## src/core/csso_pkg.sv

```systemverilog
// Constants and types shared by the stack and special-operation unit.
// What this block does
// RULE1 - Register seven is the system stack pointer.
// RULE2 - Supervisor flag selects supervisor or user pointer.
// RULE3 - System stack grows downward; push adds item.
// RULE4 - Predecrement before use, postincrement after use.
// RULE5 - Calls push PC; returns restore it.
// RULE6 - Traps, interrupts stack PC and status on supervisor.
// RULE7 - Stack moves whole words; bytes use upper half.
// RULE8 - Extension scale zero means plain unscaled index.
// RULE9 - Halt instruction enters low-power standby.
// RULE10 - Standby lasts until reset or qualifying interrupt.
// RULE11 - Table instruction interpolates two bounding entries.
// RULE12 - Round to nearest, or unrounded with fraction; long sizes are always rounded here.
// RULE13 - Unimplemented opcodes raise a trap.
// RULE14 - Wake-up runs normal interrupt stacking.
package csso_pkg;

  typedef enum logic [3:0] {
    OP_PUSH   = 4'b0000,
    OP_POP    = 4'b0001,
    OP_CALL   = 4'b0010,
    OP_RET    = 4'b0011,
    OP_TRAP   = 4'b0100,
    OP_HALT   = 4'b0101,
    OP_TABLE  = 4'b0110,
    OP_DECODE = 4'b0111,
    OP_SETSW  = 4'b1000
  } csso_op_t;

  typedef enum logic [1:0] {
    SZ_BYTE = 2'b00,
    SZ_WORD = 2'b01,
    SZ_LONG = 2'b10
  } csso_size_t;

  typedef enum logic [1:0] {
    ST_IDLE = 2'b00,
    ST_WR   = 2'b01,
    ST_RD   = 2'b10,
    ST_HALT = 2'b11
  } csso_state_t;

  localparam logic [2:0]  SP_REG_NUM     = 3'h7;
  localparam int          SW_SUP_BIT     = 13;
  localparam logic [15:0] SW_RESET       = 16'h2700;
  localparam logic [31:0] SSP_RESET      = 32'h0;
  localparam logic [31:0] USP_RESET      = 32'h0;
  localparam logic [31:0] STK_STEP_WORD  = 32'h2;
  localparam logic [31:0] STK_STEP_LONG  = 32'h4;
  localparam logic [31:0] EXC_FRAME_SZ   = 32'h6;
  localparam logic [2:0]  EXC_FRAME_WDS  = 3'h3;
  localparam int          FRAC_W         = 8;
  localparam int          AUX_ROUND_BIT  = 8;
  localparam int          EXT_FULL_BIT   = 8;
  localparam int          EXT_SCALE_LSB  = 9;
  localparam logic [3:0]  LINE_A         = 4'ha;
  localparam logic [3:0]  LINE_F         = 4'hf;

endpackage : csso_pkg

```

## src/core/csso_core.sv

```systemverilog
// Stack pointer, stack traffic, standby and table unit of the core.
`timescale 1ns/1ps
module csso_core
  import csso_pkg::*;
(
  input  wire logic        ref_clk,
  input  wire logic        rst_b,
  input  wire logic        cmd_valid,
  output logic             cmd_ready,
  input  wire logic [3:0]  cmd_op,
  input  wire logic [1:0]  cmd_size,
  input  wire logic [31:0] cmd_data,
  input  wire logic [31:0] cmd_aux,
  input  wire logic [2:0]  irq_level,
  output logic             rsp_valid,
  output logic [31:0]      rsp_data,
  output logic [7:0]       rsp_frac,
  output logic             unimpl_trap,
  output logic             low_power,
  output logic             supervisor,
  output logic [31:0]      addr_reg_seven,
  output logic             mem_req,
  output logic             mem_we,
  output logic [31:0]      mem_addr,
  output logic             mem_ube,
  output logic             mem_lbe,
  output logic [15:0]      mem_wdata,
  input  wire logic        mem_ack,
  input  wire logic [15:0] mem_rdata
);

  csso_state_t state_r, state_nxt;
  csso_op_t    op_r, op_nxt;
  logic [1:0]  size_r, size_nxt;
  logic [31:0] ssp_r, ssp_nxt, usp_r, usp_nxt, addr_r, addr_nxt;
  logic [15:0] sw_r, sw_nxt;
  logic [63:0] buf_r, buf_nxt;
  logic [2:0]  cnt_r, cnt_nxt, lvl_r, lvl_nxt;
  logic [8:0]  aux_r, aux_nxt;
  logic        req_r, req_nxt, we_r, we_nxt, ube_r, ube_nxt;
  logic        lbe_r, lbe_nxt, rv_r, rv_nxt, trap_r, trap_nxt;
  logic [31:0] rd_r, rd_nxt;
  logic [7:0]  rf_r, rf_nxt;

  logic [31:0] sp_cur, sp_new, step, bytes, exc_pc;
  logic [63:0] fin;
  logic        sp_wr, exc_go;
  logic [31:0] ent_lo, ent_hi, ip_res;
  logic [7:0]  ip_frac;

  function automatic logic [31:0] stk_bytes(input logic [1:0] sz);
    // RULE7 bytes still move a whole word
    stk_bytes = (sz == SZ_LONG) ? STK_STEP_LONG : STK_STEP_WORD;
  endfunction : stk_bytes

  function automatic logic [31:0] sext8(input logic [7:0] b);
    sext8 = {{24{b[7]}}, b};
  endfunction : sext8

  function automatic logic [31:0] sext16(input logic [15:0] w);
    sext16 = {{16{w[15]}}, w};
  endfunction : sext16

  // RULE1 register seven reads the active pointer
  // RULE2 other pointer is hidden
  assign sp_cur         = sw_r[SW_SUP_BIT] ? ssp_r : usp_r;
  assign addr_reg_seven = sp_cur;
  assign supervisor     = sw_r[SW_SUP_BIT];
  assign low_power      = (state_r == ST_HALT);
  assign cmd_ready      = (state_r == ST_IDLE);
  assign rsp_valid      = rv_r;
  assign rsp_data       = rd_r;
  assign rsp_frac       = rf_r;
  assign unimpl_trap    = trap_r;
  assign mem_req        = req_r;
  assign mem_we         = we_r;
  assign mem_addr       = addr_r;
  assign mem_ube        = ube_r;
  assign mem_lbe        = lbe_r;
  assign mem_wdata      = buf_r[63:48];

  assign fin = {buf_r[47:0], mem_rdata};

  // Byte entries sit in the lane picked by address parity.
  always_comb
  begin
    unique case (size_r)
      SZ_BYTE:
      begin
        ent_lo = sext8(addr_r[0] ? fin[31:24] : fin[23:16]);
        ent_hi = sext8(addr_r[0] ? fin[7:0] : fin[15:8]);
      end
      SZ_WORD:
      begin
        ent_lo = sext16(fin[31:16]);
        ent_hi = sext16(fin[15:0]);
      end
      default:
      begin
        ent_lo = fin[63:32];
        ent_hi = fin[31:0];
      end
    endcase
  end

  csso_interp u_interp (
    .entry_lo   (ent_lo),
    .entry_hi   (ent_hi),
    .frac       (aux_r[FRAC_W-1:0]),
    .size       (size_r),
    .round_near (aux_r[AUX_ROUND_BIT]),
    .result     (ip_res),
    .frac_out   (ip_frac)
  );

  always_comb
  begin
    state_nxt = state_r;
    op_nxt    = op_r;
    size_nxt  = size_r;
    ssp_nxt   = ssp_r;
    usp_nxt   = usp_r;
    sw_nxt    = sw_r;
    buf_nxt   = buf_r;
    addr_nxt  = addr_r;
    cnt_nxt   = cnt_r;
    lvl_nxt   = lvl_r;
    aux_nxt   = aux_r;
    req_nxt   = req_r;
    we_nxt    = we_r;
    ube_nxt   = ube_r;
    lbe_nxt   = lbe_r;
    rd_nxt    = rd_r;
    rf_nxt    = rf_r;
    rv_nxt    = 1'b0;
    trap_nxt  = 1'b0;
    sp_wr     = 1'b0;
    sp_new    = sp_cur;
    exc_go    = 1'b0;
    exc_pc    = cmd_data;
    bytes     = stk_bytes(cmd_size);
    step      = (op_r == OP_TABLE && size_r == SZ_BYTE) ? 32'h1 : 32'h2;
    unique case (state_r)
      ST_IDLE:
      if (cmd_valid)
      begin
        op_nxt   = csso_op_t'(cmd_op);
        size_nxt = cmd_size;
        aux_nxt  = cmd_aux[8:0];
        ube_nxt  = 1'b1;
        lbe_nxt  = 1'b1;
        unique case (cmd_op)
          OP_PUSH, OP_CALL:
          begin
            if (cmd_op == OP_CALL)
            begin
              size_nxt = SZ_LONG;
              bytes    = STK_STEP_LONG;
            end
            // RULE3 push grows toward lower addresses
            // RULE4 pointer drops before the access
            sp_new   = sp_cur - bytes;
            sp_wr    = 1'b1;
            addr_nxt = sp_new;
            // RULE5 return address onto the active stack
            unique case (bytes == STK_STEP_LONG ? SZ_LONG : cmd_size)
              SZ_LONG: buf_nxt = {cmd_data, 32'h0};
              SZ_WORD: buf_nxt = {cmd_data[15:0], 48'h0};
              default: buf_nxt = {cmd_data[7:0], 56'h0};
            endcase
            // RULE7 byte push leaves the low half alone
            lbe_nxt   = (cmd_op == OP_CALL) || (cmd_size != SZ_BYTE);
            cnt_nxt   = (bytes == STK_STEP_LONG) ? 3'h2 : 3'h1;
            req_nxt   = 1'b1;
            we_nxt    = 1'b1;
            state_nxt = ST_WR;
          end
          OP_POP, OP_RET:
          begin
            if (cmd_op == OP_RET)
              size_nxt = SZ_LONG;
            addr_nxt  = sp_cur;
            cnt_nxt   = (cmd_op == OP_RET || cmd_size == SZ_LONG) ?
                        3'h2 : 3'h1;
            req_nxt   = 1'b1;
            we_nxt    = 1'b0;
            state_nxt = ST_RD;
          end
          OP_TRAP:
            exc_go = 1'b1;
          OP_HALT:
          begin
            // RULE9 enter standby, keeping the resume address
            lvl_nxt   = cmd_aux[2:0];
            buf_nxt   = {cmd_data, 32'h0};
            state_nxt = ST_HALT;
          end
          OP_TABLE:
          begin
            addr_nxt  = cmd_data;
            cnt_nxt   = (cmd_size == SZ_LONG) ? 3'h4 : 3'h2;
            req_nxt   = 1'b1;
            we_nxt    = 1'b0;
            state_nxt = ST_RD;
          end
          OP_DECODE:
          begin
            // RULE13 unimplemented line codes trap
            if (cmd_data[15:12] == LINE_A || cmd_data[15:12] == LINE_F)
            begin
              trap_nxt = 1'b1;
              exc_pc   = cmd_aux;
              exc_go   = 1'b1;
            end
            else
            begin
              // RULE8 brief word keeps scale, zero is unscaled
              rd_nxt = {29'h0, cmd_aux[EXT_FULL_BIT],
                        cmd_aux[EXT_SCALE_LSB+1:EXT_SCALE_LSB]};
              rv_nxt = 1'b1;
            end
          end
          OP_SETSW:
          begin
            sw_nxt = cmd_data[15:0];
            rv_nxt = 1'b1;
          end
          default:
          begin
            rd_nxt = 32'h0;
            rv_nxt = 1'b1;
          end
        endcase
      end
      ST_WR:
      if (mem_ack)
      begin
        buf_nxt  = {buf_r[47:0], 16'h0};
        addr_nxt = addr_r + STK_STEP_WORD;
        cnt_nxt  = cnt_r - 3'h1;
        if (cnt_r == 3'h1)
        begin
          req_nxt   = 1'b0;
          we_nxt    = 1'b0;
          rv_nxt    = 1'b1;
          state_nxt = ST_IDLE;
        end
      end
      ST_RD:
      if (mem_ack)
      begin
        buf_nxt  = fin;
        addr_nxt = addr_r + step;
        cnt_nxt  = cnt_r - 3'h1;
        if (cnt_r == 3'h1)
        begin
          req_nxt   = 1'b0;
          rv_nxt    = 1'b1;
          state_nxt = ST_IDLE;
          rf_nxt    = 8'h0;
          if (op_r == OP_TABLE)
          begin
            rd_nxt = ip_res;
            rf_nxt = ip_frac;
          end
          else
          begin
            // RULE4 pointer rises only after the read
            sp_new = sp_cur + stk_bytes(size_r);
            sp_wr  = 1'b1;
            unique case (size_r)
              SZ_LONG: rd_nxt = fin[31:0];
              SZ_WORD: rd_nxt = {16'h0, fin[15:0]};
              default: rd_nxt = {24'h0, fin[15:8]};
            endcase
          end
        end
      end
      ST_HALT:
      begin
        // RULE10 only an interrupt at or above the level wakes
        if (irq_level != 3'h0 && irq_level >= lvl_r)
        begin
          // RULE14 wake through normal interrupt stacking
          exc_pc = buf_r[63:32];
          exc_go = 1'b1;
        end
      end
    endcase
    if (sp_wr)
    begin
      if (sw_r[SW_SUP_BIT])
        ssp_nxt = sp_new;
      else
        usp_nxt = sp_new;
    end
    // RULE6 frame always goes on the supervisor stack
    if (exc_go)
    begin
      ssp_nxt   = ssp_r - EXC_FRAME_SZ;
      addr_nxt  = ssp_r - EXC_FRAME_SZ;
      buf_nxt   = {sw_r, exc_pc, 16'h0};
      sw_nxt[SW_SUP_BIT] = 1'b1;
      cnt_nxt   = EXC_FRAME_WDS;
      ube_nxt   = 1'b1;
      lbe_nxt   = 1'b1;
      req_nxt   = 1'b1;
      we_nxt    = 1'b1;
      state_nxt = ST_WR;
    end
  end

  always_ff @(posedge ref_clk)
  begin
    if (!rst_b)
    begin
      state_r <= ST_IDLE;
      op_r    <= OP_PUSH;
      size_r  <= SZ_BYTE;
      ssp_r   <= SSP_RESET;
      usp_r   <= USP_RESET;
      sw_r    <= SW_RESET;
      buf_r   <= 64'h0;
      addr_r  <= 32'h0;
      cnt_r   <= 3'h0;
      lvl_r   <= 3'h0;
      aux_r   <= 9'h0;
      req_r   <= 1'b0;
      we_r    <= 1'b0;
      ube_r   <= 1'b0;
      lbe_r   <= 1'b0;
      rv_r    <= 1'b0;
      trap_r  <= 1'b0;
      rd_r    <= 32'h0;
      rf_r    <= 8'h0;
    end
    else
    begin
      state_r <= state_nxt;
      op_r    <= op_nxt;
      size_r  <= size_nxt;
      ssp_r   <= ssp_nxt;
      usp_r   <= usp_nxt;
      sw_r    <= sw_nxt;
      buf_r   <= buf_nxt;
      addr_r  <= addr_nxt;
      cnt_r   <= cnt_nxt;
      lvl_r   <= lvl_nxt;
      aux_r   <= aux_nxt;
      req_r   <= req_nxt;
      we_r    <= we_nxt;
      ube_r   <= ube_nxt;
      lbe_r   <= lbe_nxt;
      rv_r    <= rv_nxt;
      trap_r  <= trap_nxt;
      rd_r    <= rd_nxt;
      rf_r    <= rf_nxt;
    end
  end

  logic go;
  assign go = cmd_valid && cmd_ready;
endmodule : csso_core

```

## src/core/csso_interp.sv

```systemverilog
// Linear interpolation between two table entries.
`timescale 1ns/1ps
module csso_interp
  import csso_pkg::*;
(
  input  wire logic [31:0]       entry_lo,
  input  wire logic [31:0]       entry_hi,
  input  wire logic [FRAC_W-1:0] frac,
  input  wire logic [1:0]        size,
  input  wire logic              round_near,
  output logic      [31:0]       result,
  output logic      [FRAC_W-1:0] frac_out
);

  logic signed [32:0] diff;
  logic signed [41:0] prod;
  logic signed [41:0] biased;
  logic               do_round;

  // RULE11 two-entry interpolation
  always_comb
  begin
    // RULE12 long results are always rounded
    do_round = round_near || (size == SZ_LONG);
    diff     = $signed({entry_hi[31], entry_hi})
             - $signed({entry_lo[31], entry_lo});
    prod     = 42'(diff * $signed({1'b0, frac}));
    biased   = do_round ? prod + 42'sh80 : prod;
    result   = entry_lo + 32'(biased >>> FRAC_W);
    frac_out = do_round ? '0 : prod[FRAC_W-1:0];
  end

endmodule : csso_interp

```

## config.mk

```make
export PLATFORM = sky130hd
export DESIGN_NAME = csso_core
export DESIGN_NICKNAME = d
export VERILOG_FILES = /design/src/core/csso_pkg.sv /design/src/core/csso_core.sv /design/src/core/csso_interp.sv
export SDC_FILE = /design/constraint.sdc
export NUM_CORES = 2
export LEC_CHECK = 0
export ABC_AREA = 1
export BUFFER_PORTS_ARGS = -buffer_cell sky130_fd_sc_hd__buf_2
export CAP_MARGIN = 20
export CORE_ASPECT_RATIO = 0.75
export CORE_MARGIN = 2
export CORE_UTILIZATION = 50
export DETAILED_ROUTE_END_ITERATION = 8
export GPL_TIMING_DRIVEN = 0
export PLACE_DENSITY = 0.66
export SLEW_MARGIN = 10
export SYNTH_ARGS = -nofsm -noshare
export SYNTH_HDL_FRONTEND = slang
export SYNTH_SLANG_ARGS = --single-unit
```

## constraint.sdc

```tcl
create_clock -name ref_clk -period 12.5 [get_ports ref_clk]
set_input_delay 1.25 -clock ref_clk [delete_from_list [all_inputs] [get_ports ref_clk]]
set_output_delay 1.25 -clock ref_clk [all_outputs]
set_load 0.02 [all_outputs]
```

Yosys cells after proc, flatten, opt, wreduce, memory -nomap -nowiden:

Index checks and enable logic that the tools add are counted.

* bits in registers: 245
* input bits: 93
* output and inout port bits: 129
* word-level logic and storage cells: 228

* add/subtract/negate cells: 9
* multipliers: 1
* $lt $le $gt $ge: 1
* equal/unequal tests: 43
* muxes and demuxes: 102
* bitwise logic cells: 2
* reductions and logical operators: 47

Operators with widths (count)
* 2-to-1 mux 32 bit: 25
* case mux 32 bit (2 select lines): 7
* 2-to-1 mux 64 bit: 4
* case mux 64 bit (2 select lines): 2
* case mux 32 bit (3 select lines): 2
* case mux 64 bit (3 select lines): 1
* adder 40 x 9 -> 40 bit, second input constant: 1
* multiplier 33 x 9 -> 40 bit: 1
* 2-to-1 mux 40 bit: 1
* AND reduction 5 bit: 7
* subtractor 32 x 32 -> 33 bit: 1
* adder 32 x 2 -> 32 bit: 1
* adder 32 x 2 -> 32 bit, second input constant: 1
* adder 32 x 3 -> 32 bit: 1
* adder 32 bit: 1
* == test 32 x 3 -> 1 bit, second input constant: 1
* 2-to-1 mux 8 bit: 4
* subtractor 32 x 3 -> 32 bit, second input constant: 1
* subtractor 32 bit: 1
* 2-to-1 mux 1 bit: 27
* == test 4 x 3 -> 1 bit, second input constant: 5
* 2-to-1 mux 2 bit: 10
* 2-to-1 mux 3 bit: 6
* case mux 1 bit (2 select lines): 8
* 38 further kinds: 86

Longest topological paths before layout:

* depth after elaboration: 14
* mapped depth: 66

Modules after synthesis:

Synthesis repeated with hierarchy kept, for this count alone.

* cells, all modules: 5354
* area total of the unflattened synthesis: 33027.9 um^2

Modules (own cells, without submodules)
* csso_core: times used 1, cells each 3299, area an instance 19433.6 um^2
* csso_interp: times used 1, cells each 2055, area an instance 13594.3 um^2

Worst setup path before layout:

Ideal clock, no wire load.

* path kind: register to register
* start point: register size_r[0]
* end point: register rd_r[31] (netlist: rsp_data[31])
* data arrival time: 9.361 ns
* data required time: 12.368 ns
* slack: 3.007 ns
* cell stages (with the launch flop): 59
* path buffers: 3
* path through: dfxtp_1 -> inv_1 -> ha_1 -> buf_6 -> nor2_4 -> buf_1 -> clkbuf_1 -> a22oi_1 -> nand2_1 -> ha_1 -> inv_1 -> fa_1 -> nand2_1 -> inv_1 -> nor2_1 -> o21ai_1 -> nand2_1 -> nand2_1 -> [23 not listed] -> nand2_1 -> xor2_1 -> nand4_1 -> nor4_1 -> xor2_1 -> inv_1 -> ha_1 -> a21oi_1 -> a21boi_0 -> nor2_1 -> nor3_1 -> nand3_1 -> nand2_1 -> inv_1 -> nand2_1 -> nand3_1 -> nand2_1 -> a21oi_1

* longest elaborated chain between the ends: 11

RTL lines
* start, declared: RTL line csso_core.sv:34 `logic [1:0] size_r, size_nxt;`
* start signal, assigned: RTL line csso_core.sv:341 `size_r <= size_nxt;`
* == test 2 x 1 -> 1 bit / zero test 2 bit (equally long branches): RTL line csso_core.sv:87, csso_core.sv:271
* case mux 32 bit (2 select lines): RTL line csso_core.sv:87 `unique case (size_r)`
* subtractor 32 x 32 -> 33 bit: RTL line csso_interp.sv:26 `- $signed({entry_lo[31], entry_lo});`
* multiplier 33 x 9 -> 40 bit: RTL line csso_interp.sv:27 `prod = 42'(diff * $signed({1'b0, frac}));`
* adder 40 x 9 -> 40 bit: RTL line csso_interp.sv:28 `biased = do_round ? prod + 42'sh80 : prod;`
* 2-to-1 mux 40 bit: RTL line csso_interp.sv:28
* adder 32 bit: RTL line csso_interp.sv:29 `result = entry_lo + 32'(biased >>> FRAC_W);`
* 2-to-1 mux 32 bit *: RTL line csso_core.sv:261 `if (op_r == OP_TABLE)`
* 2-to-1 mux 32 bit *: RTL line csso_core.sv:255 `if (cnt_r == 3'h1)`
* 2-to-1 mux 32 bit *: RTL line csso_core.sv:250 `if (mem_ack)`
* case mux 32 bit (2 select lines) *: RTL line csso_core.sv:143 `unique case (state_r)`
* end signal, assigned: RTL line csso_core.sv:356 `rd_r <= rd_nxt;`
* end, declared: RTL line csso_core.sv:42 `logic [31:0] rd_r, rd_nxt;`

Mark *: on every way between the ends. The rest lies on a longest branch, timed or not. The select of a mux whose other input is x is not followed.
A chain may end at the register's enable or synchronous reset.

Final worst setup path:

* start point: register addr_r[0] (netlist: mem_addr[0])
* end point: register rd_r[31] (netlist: rsp_data[31])

* longest elaborated chain between the ends: 11

RTL lines
* start, declared: RTL line csso_core.sv:35 `logic [31:0] ssp_r, ssp_nxt, usp_r, usp_nxt, addr_r, addr_nxt;`
* start signal, assigned: RTL line csso_core.sv:346 `addr_r <= addr_nxt;`
* 2-to-1 mux 8 bit, on equally long branches: RTL line csso_core.sv:91, csso_core.sv:90
* case mux 32 bit (2 select lines): RTL line csso_core.sv:87
* subtractor 32 x 32 -> 33 bit: RTL line csso_interp.sv:26
* multiplier 33 x 9 -> 40 bit: RTL line csso_interp.sv:27
* adder 40 x 9 -> 40 bit: RTL line csso_interp.sv:28
* 2-to-1 mux 40 bit: RTL line csso_interp.sv:28
* adder 32 bit *: RTL line csso_interp.sv:29
* 2-to-1 mux 32 bit *: RTL line csso_core.sv:261
* 2-to-1 mux 32 bit *: RTL line csso_core.sv:255
* 2-to-1 mux 32 bit *: RTL line csso_core.sv:250
* case mux 32 bit (2 select lines) *: RTL line csso_core.sv:143

Marked as above.

==> results.json <==
{
  "row_count": 80,
  "yosys.area.top_type_share": 0.1542,
  "period_share": 0.9515,
  "cp_max_fo": 10,
  "tightest_slew_ns": 1.242,
  "place_inst": 6073,
  "final_common_cell": "nand2_1",
  "min-delay-start": "usp_r[0]$_SDFFE_PN0P_",
  "instances_no_fill": 6137,
  "ant_nets": 0,
  "hp-class": "reg -> reg",
  "m1WireLength_um": 68510,
  "syn_to_final_growth_pct": 10.21,
  "cts_tree": "yes",
  "status": "completed",
  "synth.area.mux_share": 0,
  "clock-root-buffer": "clkbuf_16",
  "die_area_mm2": 0.06568,
  "critPathKind": "reg -> reg",
  "highest_layer": "met5",
  "drtPass1Iterations": 7,
  "r2r_cells": 49,
  "critical_path_arrival_ns": 12.34,
  "avgSynthCellArea_um2": 6.374,
  "drt_iter0_drc": 6912,
  "slowest_delay_ns": 0.77,
  "end_kind": "flop",
  "max_freq_mhz": 84.08,
  "start_util": 0.5029,
  "cap_violations": 0,
  "min_path_cells": 2,
  "wl_met2_um": 55950,
  "yosysTopAreaCell": "dfxtp_1",
  "vias": 38515,
  "grt_pass1_vias": 33421,
  "clk_latency_ns": 0.61,
  "crit_path_start_kind": "flop",
  "drive_above_1_share": 0.08979,
  "dp_hpwl_um": 134300,
  "min_period_ns": 11.89,
  "antenna_found_initial": 14,
  "hold_viol": 0,
  "netlist_area_mm2": 0.03181,
  "yosysWarnings": 0,
  "h-tree-depth": 1,
  "skew_ns": 0.03955,
  "timing.rr.start": "mem_addr[0]$_SDFFE_PN0P_",
  "drc": 0,
  "r2r-end": "rsp_data[31]$_SDFFE_PN0P_",
  "critPathCapture": "rsp_data[31]$_SDFFE_PN0P_",
  "ys_seq_area_frac": 0.1542,
  "syn_inst": 4991,
  "grt_max_degree": 15,
  "post-route-util": 0.5543,
  "synth-simple-area-share": 0.2643,
  "dieHeight_um": 222.4,
  "clkTransAtPathRegs_ns": 0.08,
  "crit_path_start": "mem_addr[0]$_SDFFE_PN0P_",
  "synth_ff_type": "dfxtp_1",
  "synth_adder_area_share": 0.1921,
  "slew_headroom": 0.1720,
  "die_x_um": 295.3,
  "n_fill_cell": 6645,
  "hold_buffers": 0,
  "wl_um": 162400,
  "yosys.cell_types.count": 75,
  "wl_per_cell_um": 26.46,
  "slowest_stage": "xnor2_1",
  "place_area_mm2": 0.03401,
  "synth_compound_area_frac": 0.2203,
  "syn_nets": 5450,
  "cts.sinks": 245,
  "via_per_inst": 6.276,
  "ctsLongestPathBuffers": 3,
  "crit_required_ns": 12.94,
  "setup_violations": 0,
  "synth-edff-count": 0,
  "finalNetCount": 5707,
  "wl_met3_um": 32450,
  "drv_slew": 0,
  "grt_setup_unrepaired": "no",
  "grt-ovfl-total": 0,
  "synth_area_leaders": "dfxtp_1 15%, fa_1 13%, nand2_1 10%",
  "numCtsBuffers": 27,
  "place.gp.congestion": 1.095,
  "synth-seq-cells": 245,
  "synth_top_family_by_area": "simple AND/OR/NAND/NOR gates",
  "ios": 222,
  "grt_util_all_layers": 0.4788,
  "fin_setup_tns_ns": 0,
  "io_buffers": 220,
  "mostFrequentLayoutCells": "859 x nand2_1, 837 x inv_1, 641 x nor2_1",
  "grt_pass1_wl_um": 230400,
  "synthArstFlopShare": 0,
  "finish.instance_area_mm2": 0.03506,
  "core_region_area_mm2": 0.06326,
  "ff2ff_setup_slack_ns": 0.61,
  "synth_xor_area_frac": 0.03662
}
[cells in the mapped netlist (10+ instances only)]
| master | instances |
|---|---|
| nand2_1 | 859 |
| inv_1 | 837 |
| nor2_1 | 641 |
| o21ai_0 | 409 |
| a21oi_1 | 360 |
| dfxtp_1 | 245 |
| nand3_1 | 217 |
| fa_1 | 204 |
| ha_1 | 162 |
| clkbuf_1 | 158 |
| xor2_1 | 95 |
| nor3_1 | 75 |
| o211ai_1 | 67 |
| a31oi_1 | 64 |
| nand4_1 | 59 |
| a211oi_1 | 40 |
| a22oi_1 | 35 |
| inv_2 | 34 |
| o22ai_1 | 30 |
| xnor2_1 | 28 |
| o221ai_1 | 26 |
| o21ai_1 | 25 |
| nor4_1 | 22 |
| nor2_2 | 20 |
| buf_4 | 19 |
| nand2_2 | 17 |
| or2_2 | 17 |
| o21ai_2 | 16 |
| a21o_1 | 14 |
| a311oi_1 | 13 |
| buf_2 | 12 |
| buf_1 | 11 |
| o2111ai_1 | 11 |
| o21a_1 | 11 |
| clkinv_1 | 10 |
[timing repair]
item                                    CTS  global route
setup buffers                             0             2
gates resized for setup                   0            16
endpoints found under the setup margin    0             8
[state kept, by name, indices dropped and copies added, names as in the netlist, 3 cells and up]
| signal | cells |
|---|---|
| buf_r | 64 |
| mem_addr | 32 |
| rsp_data | 32 |
| ssp_r | 32 |
| usp_r | 32 |
| sw_r | 16 |
| aux_r | 9 |
| rsp_frac | 8 |
| op_r | 4 |
| cnt_r | 3 |
| lvl_r | 3 |
[worst min path at each step]
| stage | slack (ns) | endpoint |
|---|---|---|
| floorplan | 0.41 | usp_r[0]$_SDFFE_PN0P_ |
| global placement | 0.42 | usp_r[0]$_SDFFE_PN0P_ |
| detailed placement | 0.42 | usp_r[0]$_SDFFE_PN0P_ |
| CTS | 0.43 | usp_r[0]$_SDFFE_PN0P_ |
| global route | 0.45 | usp_r[0]$_SDFFE_PN0P_ |
| finish | 0.43 | usp_r[0]$_SDFFE_PN0P_ |
[per-layer routing]
metal	up-vias	global-route usage
li1	16812	-
met1	18021	0.7258
met2	3247	0.5717
met3	417	0.2456
met4	18	0.1230
met5	-	0
[critical path, delay by kind of cell (launching register included)]
| family | cells | cell delay, ns |
|---|---|---|
| adder cells (fa/ha/maj) | 7 | 3.15 |
| AO/OA/AOI/OAI | 11 | 3.10 |
| AND/OR/NAND/NOR | 17 | 2.21 |
| buffers and inverters | 11 | 1.37 |
| XOR/XNOR | 3 | 1.37 |
| flip-flops | 1 | 0.49 |
[area by class of cell]
cell class	count	area [µm²]	share of cell area
plain buffers	206	907.1	0.02587
diodes	8	20.02	0.0005710
flip-flops and latches	245	4905	0.1399
repair buffers	228	1171	0.03340
clock inverters	11	106.4	0.003033
well taps	861	1077	0.03072
multi-input cells	3658	22800	0.6501
clock buffers	38	767.0	0.02187
inverters	882	3313	0.09449
[through the flow]
step | setup WS, ns | hold slack [ns]
finish | 0.6067 | 0.4326
detailed placement | 0.6731 | 0.4225
global route | 0.03820 | 0.4489
global placement | 0.7217 | 0.4173
CTS | 0.6730 | 0.4323
floorplan | 3.007 | 0.4071
[cell families (layout without fill, tap and decap cells)]
logic type | after synthesis | after routing
flops | 245 | 245
simple gates | 1975 | 1975
fa+ha+maj | 366 | 366
xor+xnor | 127 | 127
buf+inv | 1088 | 1365
compound gates | 1190 | 1190
other cells | 0 | 8
Power is not shown: default switching activity piles up to over one toggle a cycle in this logic, so the estimate is an artifact.
